**src/include/disk_err_pkg.sv**
```systemverilog
// Purpose: Shared constants for the disk error register and silo readout.
// Assumes: A 20 MHz reference clock and 12-bit processor words.
// Notes:   Processor bit numbers run from 0 (most significant) to 11.
package disk_err_pkg;
  localparam int          CLK_HZ          = 20_000_000;
  localparam int          TIMEOUT_MS      = 200;
  localparam int          TIMEOUT_CYCLES  = TIMEOUT_MS * (CLK_HZ / 1000);
  localparam int          TIMER_W         = 23;
  // I/O instruction codes (octal 6610 and 6615).
  localparam logic [11:0] READ_ERROR_IOT  = 12'hD88;
  localparam logic [11:0] READ_SILO_IOT   = 12'hD8D;
  // Function codes in command register bits 9..11.
  localparam logic [2:0]  FN_GET_STATUS   = 3'h2;
  localparam logic [2:0]  FN_SEEK         = 3'h3;
  localparam logic [2:0]  FN_READ_HEADER  = 3'h4;
  localparam logic [2:0]  FN_WRITE_DATA   = 3'h5;
  localparam logic [2:0]  FN_READ_DATA    = 3'h6;
  localparam logic [2:0]  FN_READ_NOCHK   = 3'h7;
  // Error code patterns, bit 0 of the pattern is processor bit 0.
  localparam logic [0:2]  CODE_DATA_LATE  = 3'h1;
  localparam logic [0:2]  CODE_OP_INCOMP  = 3'h2;
  localparam logic [0:2]  CODE_HDR_MISS   = 3'h3;
  localparam logic [0:2]  CODE_DATA_CRC   = 3'h4;
  localparam logic [0:2]  CODE_HDR_CRC    = 3'h6;
  localparam logic [0:2]  CODE_RESET      = 3'h0;
  // Error register field positions.
  localparam int          ERR_CODE_LSB    = 0;
  localparam int          ERR_FAULT_POS   = 10;
  localparam int          ERR_READY_POS   = 11;
  // Silo layout.
  localparam int          SILO_DEPTH      = 6;
  localparam int          SILO_PTR_W      = 3;
  localparam int          HDR_ZERO_FIRST  = 2;
  localparam int          HDR_ZERO_LAST   = 3;
  localparam logic [3:0]  UNDEF_BITS      = 4'h0;
  localparam logic [11:0] WC_RESET        = 12'h000;
endpackage

```
**src/core/disk_err_silo.sv**
```systemverilog
// Purpose: Error register, silo readout and word counter of a disk controller.
// Assumes: Command, status and header inputs come from logic on ref_clk.
// Notes:   Drive error and drive ready arrive from cable pins.
//
// How it works
// Read-error code loads the five-bit error register into the work word.
// Initialize or command load clears error bits 0..2.
// Command unfinished after 200 ms sets operation incomplete.
// CRC failure sets bit 0; header CRC also sets operation incomplete.
// Write with silo empty and word count nonzero sets data late.
// Read with silo full and word count nonzero sets data late.
// Codes: late 001, incomplete 010, no header 011, data 100, header 110.
// Bit 10 follows the selected drive's error line.
// Host issues Get Status to find the drive fault's cause.
// Bit 11 shows drive ready, low from seek start to seek end.
// Read-silo code moves the next silo word into the work word.
// After Get Status, first read gives word 1, second gives word 2.
// Word 1 bits 4..11 hold type, head, lid, heads, brush, phase bits.
// Word 2 bits 4..11 hold the eight drive fault bits.
// Read Header stores six header bytes as six 12-bit silo words.
// Header words: two address words, two zero words, two CRC words.
// Host loads no register until the controller reports ready.
// Word counter increments per transfer and ends the command on overflow.
`timescale 1ns/10ps
module disk_err_silo #(
  parameter int TIMEOUT_CYCLES = disk_err_pkg::TIMEOUT_CYCLES,
  parameter int SILO_DEPTH     = disk_err_pkg::SILO_DEPTH
) (
  input  wire logic        ref_clk,
  input  wire logic        rstn,
  input  wire logic        ctrlInit,
  input  wire logic        cmdLoad,
  input  wire logic [2:0]  cmdFunction,
  input  wire logic        cmdDone,
  input  wire logic        sectorSearch,
  input  wire logic        crcFail,
  input  wire logic        crcInHeader,
  input  wire logic        siloEmpty,
  input  wire logic        siloFull,
  input  wire logic        wcLoad,
  input  wire logic [11:0] wcValue,
  input  wire logic        dmaWord,
  input  wire logic        seekComplete,
  input  wire logic        driveErrorPin,
  input  wire logic        driveReadyPin,
  input  wire logic        statusValid,
  input  wire logic [0:7]  statusWord1,
  input  wire logic [0:7]  statusWord2,
  input  wire logic        headerByteValid,
  input  wire logic [7:0]  headerByte,
  input  wire logic        iotStrobe,
  input  wire logic [11:0] iotCode,
  output logic      [0:11] cpu_work_register,
  output logic             cpuWorkValid,
  output logic      [11:0] wordCount,
  output logic             cmdEnd
);

  typedef enum logic [1:0] {CMD_IDLE, CMD_RUN, CMD_TIMED_OUT} cmd_state_t;

  cmd_state_t                          cmdState_r;
  logic [disk_err_pkg::TIMER_W-1:0]    timer_r;
  logic [0:2]                          errCode_r;
  logic [0:2]                          errCode_nxt;
  logic [2:0]                          function_r;
  logic                                faultMeta_r;
  logic                                drive_fault_flag;
  logic                                readyMeta_r;
  logic                                readySync_r;
  logic                                seekBusy_r;
  logic                                drive_ready_flag;
  logic [0:11]                         silo_r [SILO_DEPTH];
  logic [disk_err_pkg::SILO_PTR_W-1:0] wrPtr_r;
  logic [disk_err_pkg::SILO_PTR_W-1:0] rdPtr_r;
  logic                                timeoutHit;
  logic                                lateHit;
  logic                                readErrIot;
  logic                                readSiloIot;
  logic [0:11]                         errorWord;
  logic [0:11]                         headerWord;

  // Write commands drain the silo; read commands fill it.
  function automatic logic isRead(input logic [2:0] fn);
    return fn == disk_err_pkg::FN_READ_DATA ||
           fn == disk_err_pkg::FN_READ_NOCHK;
  endfunction

  function automatic logic isWrite(input logic [2:0] fn);
    return fn == disk_err_pkg::FN_WRITE_DATA;
  endfunction

  assign readErrIot  = iotStrobe && iotCode == disk_err_pkg::READ_ERROR_IOT;
  assign readSiloIot = iotStrobe && iotCode == disk_err_pkg::READ_SILO_IOT;

  // Drive cable pins pass two flip-flops before use.
  always_ff @(posedge ref_clk or negedge rstn) begin
    if (!rstn) begin
      faultMeta_r      <= 1'b0;
      drive_fault_flag <= 1'b0;
      readyMeta_r      <= 1'b0;
      readySync_r      <= 1'b0;
    end else begin
      faultMeta_r      <= driveErrorPin;
      drive_fault_flag <= faultMeta_r;
      readyMeta_r      <= driveReadyPin;
      readySync_r      <= readyMeta_r;
    end
  end

  // Ready is held low between the seek command and seek completion.
  always_ff @(posedge ref_clk or negedge rstn) begin
    if (!rstn) begin
      seekBusy_r <= 1'b0;
    end else if (ctrlInit) begin
      seekBusy_r <= 1'b0;
    end else if (cmdLoad && cmdFunction == disk_err_pkg::FN_SEEK) begin
      seekBusy_r <= 1'b1;
    end else if (seekComplete) begin
      seekBusy_r <= 1'b0;
    end
  end

  assign drive_ready_flag = readySync_r && !seekBusy_r;

  // Command timer; a fresh load restarts the 200 ms window.
  always_ff @(posedge ref_clk or negedge rstn) begin
    if (!rstn) begin
      cmdState_r <= CMD_IDLE;
      timer_r    <= '0;
      function_r <= 3'h0;
    end else if (ctrlInit) begin
      cmdState_r <= CMD_IDLE;
      timer_r    <= '0;
    end else if (cmdLoad) begin
      cmdState_r <= CMD_RUN;
      timer_r    <= '0;
      function_r <= cmdFunction;
    end else begin
      case (cmdState_r)
        CMD_RUN: begin
          if (cmdDone || cmdEnd) begin
            cmdState_r <= CMD_IDLE;
          end else if (timeoutHit) begin
            cmdState_r <= CMD_TIMED_OUT;
          end else begin
            timer_r <= timer_r + 1'b1;
          end
        end
        CMD_TIMED_OUT: begin
          if (cmdDone) begin
            cmdState_r <= CMD_IDLE;
          end
        end
        default: begin
          timer_r <= '0;
        end
      endcase
    end
  end

  assign timeoutHit = cmdState_r == CMD_RUN && !cmdDone && !cmdEnd &&
                      timer_r == disk_err_pkg::TIMER_W'(TIMEOUT_CYCLES - 1);

  // The late check only bites while a transfer still has words to move.
  assign lateHit = cmdState_r == CMD_RUN && wordCount != 12'h000 &&
                   ((isWrite(function_r) && siloEmpty) ||
                    (isRead(function_r) && siloFull));

  // Sets are ORed in after the clear, so an error in the load cycle survives.
  always_comb begin
    errCode_nxt = (ctrlInit || cmdLoad) ? disk_err_pkg::CODE_RESET
                                        : errCode_r;
    if (timeoutHit) begin
      errCode_nxt = errCode_nxt | (sectorSearch ? disk_err_pkg::CODE_HDR_MISS
                                  : disk_err_pkg::CODE_OP_INCOMP);
    end
    if (crcFail) begin
      errCode_nxt = errCode_nxt | (crcInHeader ? disk_err_pkg::CODE_HDR_CRC
                                  : disk_err_pkg::CODE_DATA_CRC);
    end
    if (lateHit) begin
      errCode_nxt = errCode_nxt | disk_err_pkg::CODE_DATA_LATE;
    end
  end

  always_ff @(posedge ref_clk or negedge rstn) begin
    if (!rstn) begin
      errCode_r <= disk_err_pkg::CODE_RESET;
    end else begin
      errCode_r <= errCode_nxt;
    end
  end

  // Word counter holds the two's complement of the transfer length.
  always_ff @(posedge ref_clk or negedge rstn) begin
    if (!rstn) begin
      wordCount <= disk_err_pkg::WC_RESET;
      cmdEnd    <= 1'b0;
    end else if (ctrlInit) begin
      wordCount <= disk_err_pkg::WC_RESET;
      cmdEnd    <= 1'b0;
    end else if (wcLoad) begin
      wordCount <= wcValue;
      cmdEnd    <= 1'b0;
    end else begin
      cmdEnd <= dmaWord && wordCount == 12'hFFF;
      if (dmaWord) begin
        wordCount <= wordCount + 12'h001;
      end
    end
  end

  // Silo fill: two status words or up to six header bytes per command.
  assign headerWord = (wrPtr_r >= disk_err_pkg::SILO_PTR_W'(
                         disk_err_pkg::HDR_ZERO_FIRST) &&
                       wrPtr_r <= disk_err_pkg::SILO_PTR_W'(
                         disk_err_pkg::HDR_ZERO_LAST))
                      ? 12'h000 : {4'h0, headerByte};

  always_ff @(posedge ref_clk or negedge rstn) begin
    if (!rstn) begin
      wrPtr_r <= '0;
    end else if (ctrlInit || cmdLoad) begin
      wrPtr_r <= '0;
    end else if (statusValid &&
                 function_r == disk_err_pkg::FN_GET_STATUS) begin
      wrPtr_r <= disk_err_pkg::SILO_PTR_W'(2);
    end else if (headerByteValid &&
                 function_r == disk_err_pkg::FN_READ_HEADER &&
                 wrPtr_r < disk_err_pkg::SILO_PTR_W'(SILO_DEPTH)) begin
      wrPtr_r <= wrPtr_r + 1'b1;
    end
  end

  // Storage has no reset; unread slots are never presented.
  always_ff @(posedge ref_clk) begin
    if (statusValid && function_r == disk_err_pkg::FN_GET_STATUS) begin
      silo_r[0] <= {disk_err_pkg::UNDEF_BITS, statusWord1};
      silo_r[1] <= {disk_err_pkg::UNDEF_BITS, statusWord2};
    end else if (headerByteValid &&
                 function_r == disk_err_pkg::FN_READ_HEADER &&
                 wrPtr_r < disk_err_pkg::SILO_PTR_W'(SILO_DEPTH)) begin
      silo_r[wrPtr_r] <= headerWord;
    end
  end

  always_ff @(posedge ref_clk or negedge rstn) begin
    if (!rstn) begin
      rdPtr_r <= '0;
    end else if (ctrlInit || cmdLoad) begin
      rdPtr_r <= '0;
    end else if (readSiloIot && rdPtr_r < wrPtr_r) begin
      rdPtr_r <= rdPtr_r + 1'b1;
    end
  end

  always_comb begin
    errorWord = 12'h000;
    errorWord[disk_err_pkg::ERR_CODE_LSB +: 3] = errCode_r;
    errorWord[disk_err_pkg::ERR_FAULT_POS] = drive_fault_flag;
    errorWord[disk_err_pkg::ERR_READY_POS] = drive_ready_flag;
  end

  // Reads past the last stored word return zero rather than stale data.
  always_ff @(posedge ref_clk or negedge rstn) begin
    if (!rstn) begin
      cpu_work_register <= 12'h000;
      cpuWorkValid      <= 1'b0;
    end else begin
      cpuWorkValid <= readErrIot || readSiloIot;
      if (readErrIot) begin
        cpu_work_register <= errorWord;
      end else if (readSiloIot) begin
        cpu_work_register <= (rdPtr_r < wrPtr_r) ?
                             silo_r[rdPtr_r] : 12'h000;
      end
    end
  end

  a_clear_on_load: assert property (@(posedge ref_clk) disable iff (!rstn)
    (cmdLoad || ctrlInit) && !timeoutHit && !crcFail && !lateHit
    |=> errCode_r == disk_err_pkg::CODE_RESET)
    else $error("error code not cleared by load");

  a_timeout_flag: assert property (@(posedge ref_clk) disable iff (!rstn)
    timeoutHit && !cmdLoad && !ctrlInit |=> errCode_r[1])
    else $error("timeout did not set incomplete");

  a_timeout_exact: assert property (@(posedge ref_clk) disable iff (!rstn)
    cmdLoad && !ctrlInit ##1 (cmdState_r == CMD_RUN && !cmdLoad &&
      !cmdDone && !cmdEnd && !ctrlInit)[*4] |-> timer_r == 23'h3)
    else $error("command timer miscounts");

  a_crc_kind: assert property (@(posedge ref_clk) disable iff (!rstn)
    crcFail && crcInHeader |=> errCode_r[0] && errCode_r[1])
    else $error("header crc code wrong");

  a_late_write: assert property (@(posedge ref_clk) disable iff (!rstn)
    cmdState_r == CMD_RUN && isWrite(function_r) && siloEmpty &&
    wordCount != 12'h000 |=> errCode_r[2])
    else $error("write late not flagged");

  a_late_read: assert property (@(posedge ref_clk) disable iff (!rstn)
    cmdState_r == CMD_RUN && isRead(function_r) && siloFull &&
    wordCount != 12'h000 && !timeoutHit && !crcFail && !cmdLoad &&
    !ctrlInit && errCode_r == 3'h0 |=> errCode_r == 3'h1)
    else $error("read late code wrong");

  a_fault_mirror: assert property (@(posedge ref_clk) disable iff (!rstn)
    readErrIot |=> cpu_work_register[10] == $past(driveErrorPin, 3))
    else $error("drive fault bit does not follow pin");

  a_seek_ready: assert property (@(posedge ref_clk) disable iff (!rstn)
    cmdLoad && cmdFunction == disk_err_pkg::FN_SEEK && !ctrlInit
    |=> !drive_ready_flag)
    else $error("ready not dropped at seek");

  a_status_order: assert property (@(posedge ref_clk) disable iff (!rstn)
    statusValid && function_r == disk_err_pkg::FN_GET_STATUS && !cmdLoad &&
    !ctrlInit ##1 !(statusValid || cmdLoad || ctrlInit) ##1 readSiloIot &&
    rdPtr_r == '0 |=> cpu_work_register[4:11] == $past(statusWord1, 3))
    else $error("status word 1 not first");

  a_header_zero: assert property (@(posedge ref_clk) disable iff (!rstn)
    readSiloIot && !readErrIot && (rdPtr_r == 3'h2 || rdPtr_r == 3'h3)
    |=> cpu_work_register == 12'h000)
    else $error("header zero words not zero");

  a_wc_overflow: assert property (@(posedge ref_clk) disable iff (!rstn)
    dmaWord && wordCount == 12'hFFF && !wcLoad && !ctrlInit
    |=> cmdEnd && wordCount == 12'h000 ##1 !cmdEnd || dmaWord)
    else $error("overflow did not end command");

  a_error_read: assert property (@(posedge ref_clk) disable iff (!rstn)
    readErrIot |=> cpuWorkValid &&
    cpu_work_register[0:2] == $past(errCode_r) &&
    cpu_work_register[3:9] == 7'h00)
    else $error("error register read wrong");

endmodule

```
**config.mk**
```make
export PLATFORM = sky130hd
export DESIGN_NAME = disk_err_silo
export DESIGN_NICKNAME = d
export VERILOG_FILES = /design/src/include/disk_err_pkg.sv /design/src/core/disk_err_silo.sv
export SDC_FILE = /design/constraint.sdc
export NUM_CORES = 1
export LEC_CHECK = 0
export BUFFER_PORTS_ARGS = -buffer_cell sky130_fd_sc_hd__buf_2
export CAP_MARGIN = 20
export CORE_AREA = 2 2 132 134
export CTS_BUF_LIST = sky130_fd_sc_hd__clkbuf_8
export DETAILED_ROUTE_END_ITERATION = 10
export DIE_AREA = 0 0 134 136
export GPL_TIMING_DRIVEN = 0
export PLACE_DENSITY = 0.57
export SYNTH_ARGS = -nofsm -noshare
export SYNTH_HDL_FRONTEND = slang
export SYNTH_SLANG_ARGS = --single-unit
```
**constraint.sdc**
```tcl
create_clock -name ref_clk -period 5.85 [get_ports ref_clk]
set_input_delay 0.585 -clock ref_clk [delete_from_list [all_inputs] [get_ports ref_clk]]
set_output_delay 0.585 -clock ref_clk [all_outputs]
set_load 0.005 [all_outputs]
```
Yosys cells after proc, flatten, opt, wreduce, memory -nomap -nowiden
Memory sizes are Yosys's and may differ from the RTL's. Index checks and enable logic that the tools add are counted.

Word-level logic and storage cells: 122. Memories: 1. Bits in writable memories: 48. Output and inout bits: 26. Bits of input ports: 69. Register bits: 68.

Mux-type cells: 42. Equal/unequal tests: 17. Bitwise logic cells: 3. Reduce and logical (&&, ||, !) cells: 36. $lt $le $gt $ge: 4. Add/subtract/negate cells: 4.

Memory list: silo_r (words 6, bits a word 8, rd ports 1, clocked after Yosys merged registers in 0, wr ports 2, RTL line disk_err_silo.sv:72) `logic [0:11] silo_r [SILO_DEPTH];`.

Operator list (count): $mux 23 (4); $mux 12 (6); $pmux 23 s2 (1); $eq 12x12->1 const B (3); $mux 3 (9); $add 23x1->23 const B (1); $eq 23x22->1 const B (1); $logic_and 1x1->1 (17); $mux 8 (2); $mux 1 (13); $add 12x1->12 const B (1); $eq 3x3->1 const B (4); $mux 2 (6); $ne 4x4->1 const B (3); $reduce_bool 12->1 (1); $reduce_bool 3->1 (3); $reduce_or 8->1 (1); $add 3x1->3 const B (2); $eq 3x2->1 const B (2); $reduce_and 3->1 (2); $logic_or 1x1->1 (5); $ne 5x5->1 const B (1); $pmux 2 s2 (1); $reduce_bool 2->1 (2); other kinds (13) (15).

Depth between registers and ports, before layout
Word-level depth: 9. Mapped depth: 7. Depth with buffers taken out: 6.

Worst setup path after synthesis
OpenSTA, ideal clock, no wires.

Path kind: flip-flop to flip-flop. From: register wrPtr_r[1] (netlist name). To: memory silo_r[4][0] (netlist name), enable pin. Path buffers: 1. Clock period less this slack: 2.242 ns. Library setup time: 0.395 ns. Setup slack: 3.608 ns. Arrival: 1.848 ns. Data required time: 5.455 ns. Stages on the path, launching flop included: 5. Cell sequence: dfrtp_1 clkbuf_1 nand2_1 nand4_2 nor4_1.

RTL lines: start, declared (RTL line disk_err_silo.sv:73) `logic [disk_err_pkg::SILO_PTR_W-1:0] wrPtr_r;`; start signal, assigned (RTL line disk_err_silo.sv:227) `wrPtr_r <= disk_err_pkg::SILO_PTR_W'(2);`; start signal, assigned (RTL line disk_err_silo.sv:231) `wrPtr_r <= wrPtr_r + 1'b1;`; end, declared (RTL line disk_err_silo.sv:72).

==> results_dict.tcl <==
set metrics [dict create \
    grt_pass1_vias 4556 \
    antenna_found_initial 2 \
    slew_viol_final 0 \
    cellPowerDensity_nw_per_um2 263.1 \
    netlist_area_um2 5762 \
    rsz0062_at_grt "false" \
    worstReg2RegEnd "silo_r[0][7]" \
    fmax_mhz 371.6 \
    initial_core_util_pct 34.14 \
    std_cell_rows 48 \
    drt-total-wl_um 14270 \
    die_height_um 136 \
    grt_pass1_wl_um 23690 \
    endpoint_kind "flop" \
    ir_worst_vdd_uv 121.7 \
    core_area_um2 16880 \
    fin_nets 698 \
    ys_seq_area_share_pct 54.12 \
    netlist_instances 507 \
    setup_viol 0 \
    area_growth_pct 20.96 \
    routedWlPerCell_um 16.59 \
    synth_top_cell_area_share_pct 29.10 \
    finalSetupTns_ns 0 \
    clkSlewWorstSetupHoldPaths_ns 0.07 \
    ant_nets 0 \
    portBuffers 92 \
    ys_warn_count 0 \
    worst_slew_pin_slew_ns 0.9519 \
    pin_count 95 \
    netlist_top_cells_area "dfrtp_1, edfxtp_1, mux2_2" \
    cts_setup_buffers 0 \
    ys_ff_latch 115 \
    fp.dieW_um 134 \
    cts_tree "done" \
    hold_viol 0 \
    place_ws_ns 3.155 \
    power_leakage_nw 2.745 \
    critPathArrivalTime_ns 2.76 \
    viasPerCell 5.155 \
    drive_gt1_share_pct 26.54 \
    overflow 0 \
    cts.sinks 115 \
    root_buffer "clkbuf_8" \
    crit_path_start_kind "flop" \
    firstDrtPassIters 4 \
    cts_buffers 17 \
    synth.distinct_cells 56 \
    post-route-min-period_ns 2.691 \
    cts.htree.levels 4 \
    clock_skew_ns 0.01247 \
    p_total_mw 1.834 \
    synth_ff_type "dfrtp_1" \
    max_slew_margin_pct 36.01 \
    synth-edff-count 48 \
    place.detailed.hpwl_um 10460 \
    crit_path_top_delay_cell "nor4_4" \
    critPathRequiredTime_ns 5.92 \
    crit_fanout 9 \
    cpPeakStageDelay_ns 0.63 \
    async_reset_ff_share_pct 58.26 \
    clock_latency_ns 0.44 \
    hold_class "primary input to async pin" \
    grt_usage_pct 16.80 \
    postCtsHoldBufs 0 \
    r2r-start "wrPtr_r[1]" \
    crit_type "flop to flop" \
    vias 4433 \
    grt_max_degree 68 \
    cts.path.max_buffers 2 \
    nFillCells 1626 \
    yosys-top-cells-count "dfrtp_1, nand2_1, edfxtp_1" \
    die_area_um2 18220 \
    r2r_setup_slack_ns 3.16 \
    cts_resized 0 \
    final.period_utilization_pct 46.00 \
    synth_area_leader_cell "dfrtp_1" \
    fin_ws_ns 3.159 \
    routabilityCongestion 0.8309 \
    synth_most_common_cell "dfrtp_1" \
    avgSynthCellArea_um2 11.36 \
    dr.first_iter.drc_count 325 \
    run_status "finished, final reports clean" \
    cap_violations 0 \
    synthesis.nets 585 \
    critPathTopFamily "simple AND/OR/NAND/NOR gates" \
    route.detailed.drc 0 \
    crit_chain "clkbuf_1 > nand2_1 > nand4_2 > nor4_4 > nand2b_1" \
    crit_buf_inv 1 \
    reg2reg_depth 5 \
]
==> state kept, by name, indices dropped and copies added (netlist names) <==
signal	count
silo_r	48
function_r	3
wordCount	12
readySync_r	1
cpu_work_register	11
wrPtr_r	3
seekBusy_r	1
readyMeta_r	1
errCode_r	3
faultMeta_r	1
drive_fault_flag	1
cmdEnd	1
cmdState_r	2
rdPtr_r	3
timer_r	23
cpuWorkValid	1
==> layer usage <==
| layer | GRT usage, % | share of wire [%] |
|---|---|---|
| met1 | 22.37 | 46 |
| met2 | 25.75 | 46 |
| met3 | 4.549 | 5.4 |
| met4 | 7.447 | 2.1 |
| met5 | 0 | 0.091 |
==> final cells by class <==
class / count / area, µm² / share of cell area, %
inverter: 17 / 63.81 / 0.9156
timing repair buffer: 94 / 478.0 / 6.858
antenna: 2 / 5.005 / 0.07181
tap: 225 / 281.5 / 4.039
buffer: 28 / 117.6 / 1.688
clock inverter: 15 / 196.4 / 2.819
clock buffer: 17 / 234.0 / 3.357
sequential: 115 / 3118 / 44.74
multi-input combinational: 347 / 2475 / 35.51
==> report_power, final <==
part / internal [mW] / switching (mW) / leakage [nW]
Sequential: 0.865 / 0.0189 / 1.34
Combinational: 0.0599 / 0.0770 / 1.19
Clock: 0.495 / 0.318 / 0.216
==> how the worst max path moves through the flow <==
stage                     from            to  slack [ns]  cells past startpoint
global route        wrPtr_r[1]  silo_r[0][6]        2.97                      5
floorplan           wrPtr_r[1]  silo_r[4][0]        3.61                      4
CTS                 wrPtr_r[1]  silo_r[0][6]        3.12                      5
global placement    wrPtr_r[1]  silo_r[4][6]        3.13                      4
detailed placement  wrPtr_r[1]  silo_r[0][5]        3.16                      5
finish              wrPtr_r[1]  silo_r[0][7]        3.16                      5
==> cells in the final DEF (no fill, tap or decap), types with 6 or more instances in the layout <==
cell	count
mux4_2	8
or4_1	9
xnor2_1	6
mux2_2	22
o21ai_0	19
buf_2	98
a21oi_1	22
nor2_1	21
dfrtp_1	67
edfxtp_1	48
o31ai_1	6
nor3_1	12
clkbuf_1	18
and3_1	7
ha_1	9
nand4_1	16
or3_1	13
a211oi_1	7
nand3_1	11
inv_1	19
nand2_1	60
clkbuf_8	17
mux2i_1	20
and2_1	10
==> metrics by stage <==
stage	cell area (µm²)	util (%)	hold WS (ns)	std cells
2_1_floorplan	5762	-	0.2894	507
3_3_place_gp	6504	38.54	0.3364	824
3_5_place_dp	6534	38.72	0.3347	826
4_1_cts	6964	41.27	0.2328	858
5_1_grt	6964	41.27	0.2399	858
6_report	6969	41.30	0.2554	860
==> logic make-up (layout without fill, tap and decap cells) <==
group / after synthesis / count (layout) / share of synthesized area, %
other cells: 1 / 3 / 0.06508
xor+xnor: 11 / 11 / 1.672
simple gates: 195 / 195 / 18.91
buf+inv: 45 / 171 / 3.149
mux: 50 / 50 / 10.90
fa+ha+maj: 9 / 9 / 1.954
compound gates: 81 / 81 / 9.229
flops: 115 / 115 / 54.12
No activity file was read; power rests on OpenSTA's default activity.
